$ cat src/include/exec_pkg.sv
// shared constants for the test-skip and table-latch execution block
`default_nettype none
package exec_pkg;
   localparam int unsigned QUARTERS = 4;
   localparam logic [1:0] Q1 = 2'h0;
   localparam logic [1:0] Q2 = 2'h1;
   localparam logic [1:0] Q3 = 2'h2;
   localparam logic [1:0] Q4 = 2'h3;
   // opcode fields: test-skip is 0011 0011 ffff ffff
   localparam logic [7:0] OP_TEST_SKIP = 8'h33;
   // table latch write is 1010 01tx ffff ffff
   localparam logic [5:0] OP_LATCH_WRITE = 6'h29;
   localparam int unsigned SEL_BIT = 9;
   localparam logic [7:0] ZERO_BYTE = 8'h00;
   localparam logic [15:0] LATCH_RESET = 16'h0000;
   localparam logic [15:0] NOP_WORD = 16'h0000;
   localparam logic [7:0] REG_RESET = 8'h00;
endpackage
`default_nettype wire

$ cat src/hw/reg_file.sv
// small register file with registered read data
`default_nettype none
module reg_file (
   // clock and reset
   input wire logic clk_sys,
   input wire logic arst_n,
   // read port, data valid one cycle after address
   input wire logic [7:0] rd_addr,
   output logic [7:0] rd_data,
   // write port
   input wire logic wr_en,
   input wire logic [7:0] wr_addr,
   input wire logic [7:0] wr_data
);
   import exec_pkg::*;
   logic [7:0] mem [0:255];

   always_ff @(posedge clk_sys) begin
      if (wr_en) begin
         mem[wr_addr] <= wr_data;
      end
   end

   always_ff @(posedge clk_sys or negedge arst_n) begin
      if (!arst_n) begin
         rd_data <= REG_RESET;
      end else begin
         rd_data <= mem[rd_addr];
      end
   end
endmodule
`default_nettype wire

$ cat config.mk
export PLATFORM = sky130hd
export DESIGN_NAME = reg_file
export DESIGN_NICKNAME = d
export VERILOG_FILES = /design/src/include/exec_pkg.sv /design/src/hw/reg_file.sv
export SDC_FILE = /design/constraint.sdc
export NUM_CORES = 2
export LEC_CHECK = 0
export ABC_AREA = 1
export BUFFER_PORTS_ARGS = -buffer_cell sky130_fd_sc_hd__buf_2
export CORE_MARGIN = 3
export CORE_UTILIZATION = 45
export DETAILED_ROUTE_END_ITERATION = 8
export GPL_ROUTABILITY_DRIVEN = 1
export PLACE_DENSITY_LB_ADDON = 0.3
export SLEW_MARGIN = 20
export SYNTH_ARGS = -nofsm -noshare
export SYNTH_HDL_FRONTEND = slang
export SYNTH_SLANG_ARGS = --single-unit
$ cat constraint.sdc
create_clock -name clk_sys -period 1 [get_ports clk_sys]
set_input_delay 0.2 -clock clk_sys [delete_from_list [all_inputs] [get_ports clk_sys]]
set_output_delay 0.2 -clock clk_sys [all_outputs]
set_load 0.05 [all_outputs]
==> results.sh <==
export IMPL_slew_headroom_pct=44.5
export IMPL_final_hold_violation_count=0
export IMPL_ys_ff_latch=2056
export IMPL_worst_slack_ps=-768
export IMPL_synth_seq_area_share_pct=74.1
export IMPL_overflow=0
export IMPL_design_core_area_um2=183000
export IMPL_synth_compound_area_share_pct=0
export IMPL_first_global_vias=55800
export IMPL_outcome="finished with violations"
export IMPL_fin_util_pct=56.4
export IMPL_slowest_delay_ps=520
export IMPL_yosys_area_share_adder_pct=0
export IMPL_period_share_pct=177
export IMPL_endpoint_kind="primary output"
export IMPL_syn_inst=7002
export IMPL_cts_root_buf="clkbuf_16"
export IMPL_cts_clk_slew_worst_paths_ps=60
export IMPL_worstPathCellList="buf_8"
export IMPL_finalSetupViolCount=18
export IMPL_ioPinCount=35
export IMPL_cp_num_buf_inv=1
export IMPL_avgSynthCellArea_um2=11.9
export IMPL_synth_area_um2=83300
export IMPL_fp_dieH_um=436
export IMPL_fin_nets=7527
export IMPL_drt_iter0_markers=6698
export IMPL_ys_types=14
export IMPL_drv_cap=0
export IMPL_regArea_um2=61700
export IMPL_finalPower_mw=186
export IMPL_clockBufferDepth=3
export IMPL_clkLatencyLatePin_ps=860
export IMPL_synthSimpleGateAreaFrac_pct=23.0
export IMPL_slew_viol_final=0
export IMPL_yosysWarnings=0
export IMPL_drt_first_pass_iters=6
export IMPL_tightestPinTransition_ps=831
export IMPL_rsz0062_at_grt="true"
export IMPL_synth_top_family_by_area="simple AND/OR/NAND/NOR gates"
export IMPL_drive_above_1_share_pct=22.1
export IMPL_wl_per_cell_um=23.9
export IMPL_fillers=14600
export IMPL_worst_path_dominant_cell_family="flip-flops"
export IMPL_min_path_type="in -> reg"
export IMPL_p_leak_nw=36.8
export IMPL_clkSinkCount=2056
export IMPL_routed_wl_um=242000
export IMPL_syn_num_nets=7029
export IMPL_fp_dieArea_um2=190000
export IMPL_dpl_hpwl_um=153000
export IMPL_ant_nets=0
export IMPL_violations="setup timing"
export IMPL_start_util_pct=45.4
export IMPL_worstPathRequired_ps=800
export IMPL_die_w_um=436
export IMPL_cts_buffers_inserted=202
export IMPL_cp_data_arrival_time_ps=1570
export IMPL_grt_max_degree=87
export IMPL_clock_fmax_ghz=0.566
export IMPL_vias=57500
export IMPL_crit_path_top_delay_cell="dfrtp_2"
export IMPL_cts_tree="built"
export IMPL_multi_input_area_um2=23200
export IMPL_drcViolationCount=0
export IMPL_worstPathMaxFanout=1
export IMPL_grt_use_total_pct=25.1
export IMPL_rows=157
export IMPL_synth_xor_area_share_pct=0
export IMPL_period_needed_ps=1770
export IMPL_area_delta_synth_final_pct=24.2
export IMPL_gp_congestion=0.895
export IMPL_fin_skew_ps=47.1
export IMPL_ir_worst_vdd_uv=1850
export IMPL_synth_area_mux_share_pct=0
export IMPL_tns_ps=-9510
export IMPL_htree_num_levels=4
export IMPL_crit_type="reg -> out"
export IMPL_crit_path_start_kind="flop"
export IMPL_reg2reg_slack_ps=-520
export IMPL_antenna_found_initial=9
export IMPL_p_per_area_nw_per_um2=1800
export IMPL_portBuffers=34
export IMPL_grt_pass1_wl_um=360000
export IMPL_detail_route_vias_per_cell=5.67
cells by family after synthesis:
logic type / after synthesis
simple gates: 4424
flops: 2056
buf+inv: 522
worst paths after layout:
check	start	end	cells after the start
setup / recovery	rd_data[3]	rd_data[3]	1
hold / removal	rd_addr[6]	rd_data[1]	7
setup reg to reg	mem[147][7]	rd_data[7]	10
hold reg to reg	mem[74][3]	rd_data[3]	10
max in group asynchronous	arst_n	rd_data[7]	3
min in group asynchronous	arst_n	rd_data[6]	3
power by group:
part           switching (mW)  leakage, nW  internal [mW]
Combinational            9.99         15.1           4.75
Clock                    32.7         3.23           43.4
Sequential              0.184         18.5           95.0
placed cells by master (no fill, tap or decap), types with 2 or more instances in the layout:
cell type         n
nor2_1          173
clkbuf_16       202
clkbuf_4          2
inv_2             6
nor2_4           84
inv_16            3
diode_2           4
nand2_2          38
clkinv_1         48
buf_12          213
buf_2            12
bufinv_16        22
nand3_2         356
nand2_1        2069
nand2_4          15
nand3_4         108
buf_6             6
clkinv_16         4
clkinv_8          5
inv_1            24
edfxtp_1       2048
nor3_4            2
dlygate4sd3_1    13
nand3_1        1555
buf_8            13
clkbuf_1         45
inv_8             7
clkinv_2         33
inv_6             5
clkinvlp_4        4
nor2_2           24
buf_4           518
clkbuf_8          6
dfrtp_2           8
per-stage QoR:
step	cell area [µm²]	setup WS, ps	instances	hold slack [ps]
floorplan	84400	-546	7002	-95.6
global placement	93200	-1630	9742	160
detailed placement	93200	-1620	9742	157
CTS	102000	-854	10100	28.5
global route	103000	-826	10100	27.4
finish	103000	-768	10100	47.5
Yosys cell counts:
library cell / number / area (µm²)
edfxtp_1: 2048 / 61500
inv_1: 36 / 135
inv_4: 1 / 6.26
inv_2: 2 / 7.51
clkbuf_1: 106 / 398
buf_6: 4 / 45.0
nor2_1: 281 / 1050
buf_2: 294 / 1470
nand3_1: 2019 / 10100
buf_1: 47 / 176
nand2_1: 2122 / 7970
dfrtp_1: 8 / 200
buf_4: 32 / 240
nor3_1: 2 / 10.0
state kept, by name (all words and copies together) (netlist names):
register,cells
rd_data,8
mem,2048
layout make-up:
type                            instances  share of cell area (%)
Antenna cell                            4                 0.00967
Clock buffer                          253                    5.13
Clock inverter                        124                    1.29
Inverter                               39                   0.210
Multi-Input combinational cell       4424                    22.4
Sequential cell                      2056                    59.6
Tap cell                             2464                    2.98
Timing Repair Buffer                  777                    8.33
what timing repair did:
item / 4_1_cts / 5_1_grt
setup endpoints to repair: 36 / 404
hold endpoints to repair: 1817 / 8
buffers inserted: 1 / 4
hold buffers: 13 / 1
pin swaps: 137 / 157
resized for setup: 402 / 259
routing by layer:
metal / wire (µm) / track usage [%] / part of all wire (%) / vias up
met1: 95400 / 34.0 / 39 / 28400
met2: 116000 / 40.6 / 48 / 2654
li1: - / - / - / 25900
met4: 10900 / 10.4 / 4.5 / 0
met5: 0 / 0 / 0 / -
met3: 20500 / 4.01 / 8.4 / 492
Power figures use the tool's default switching activity.
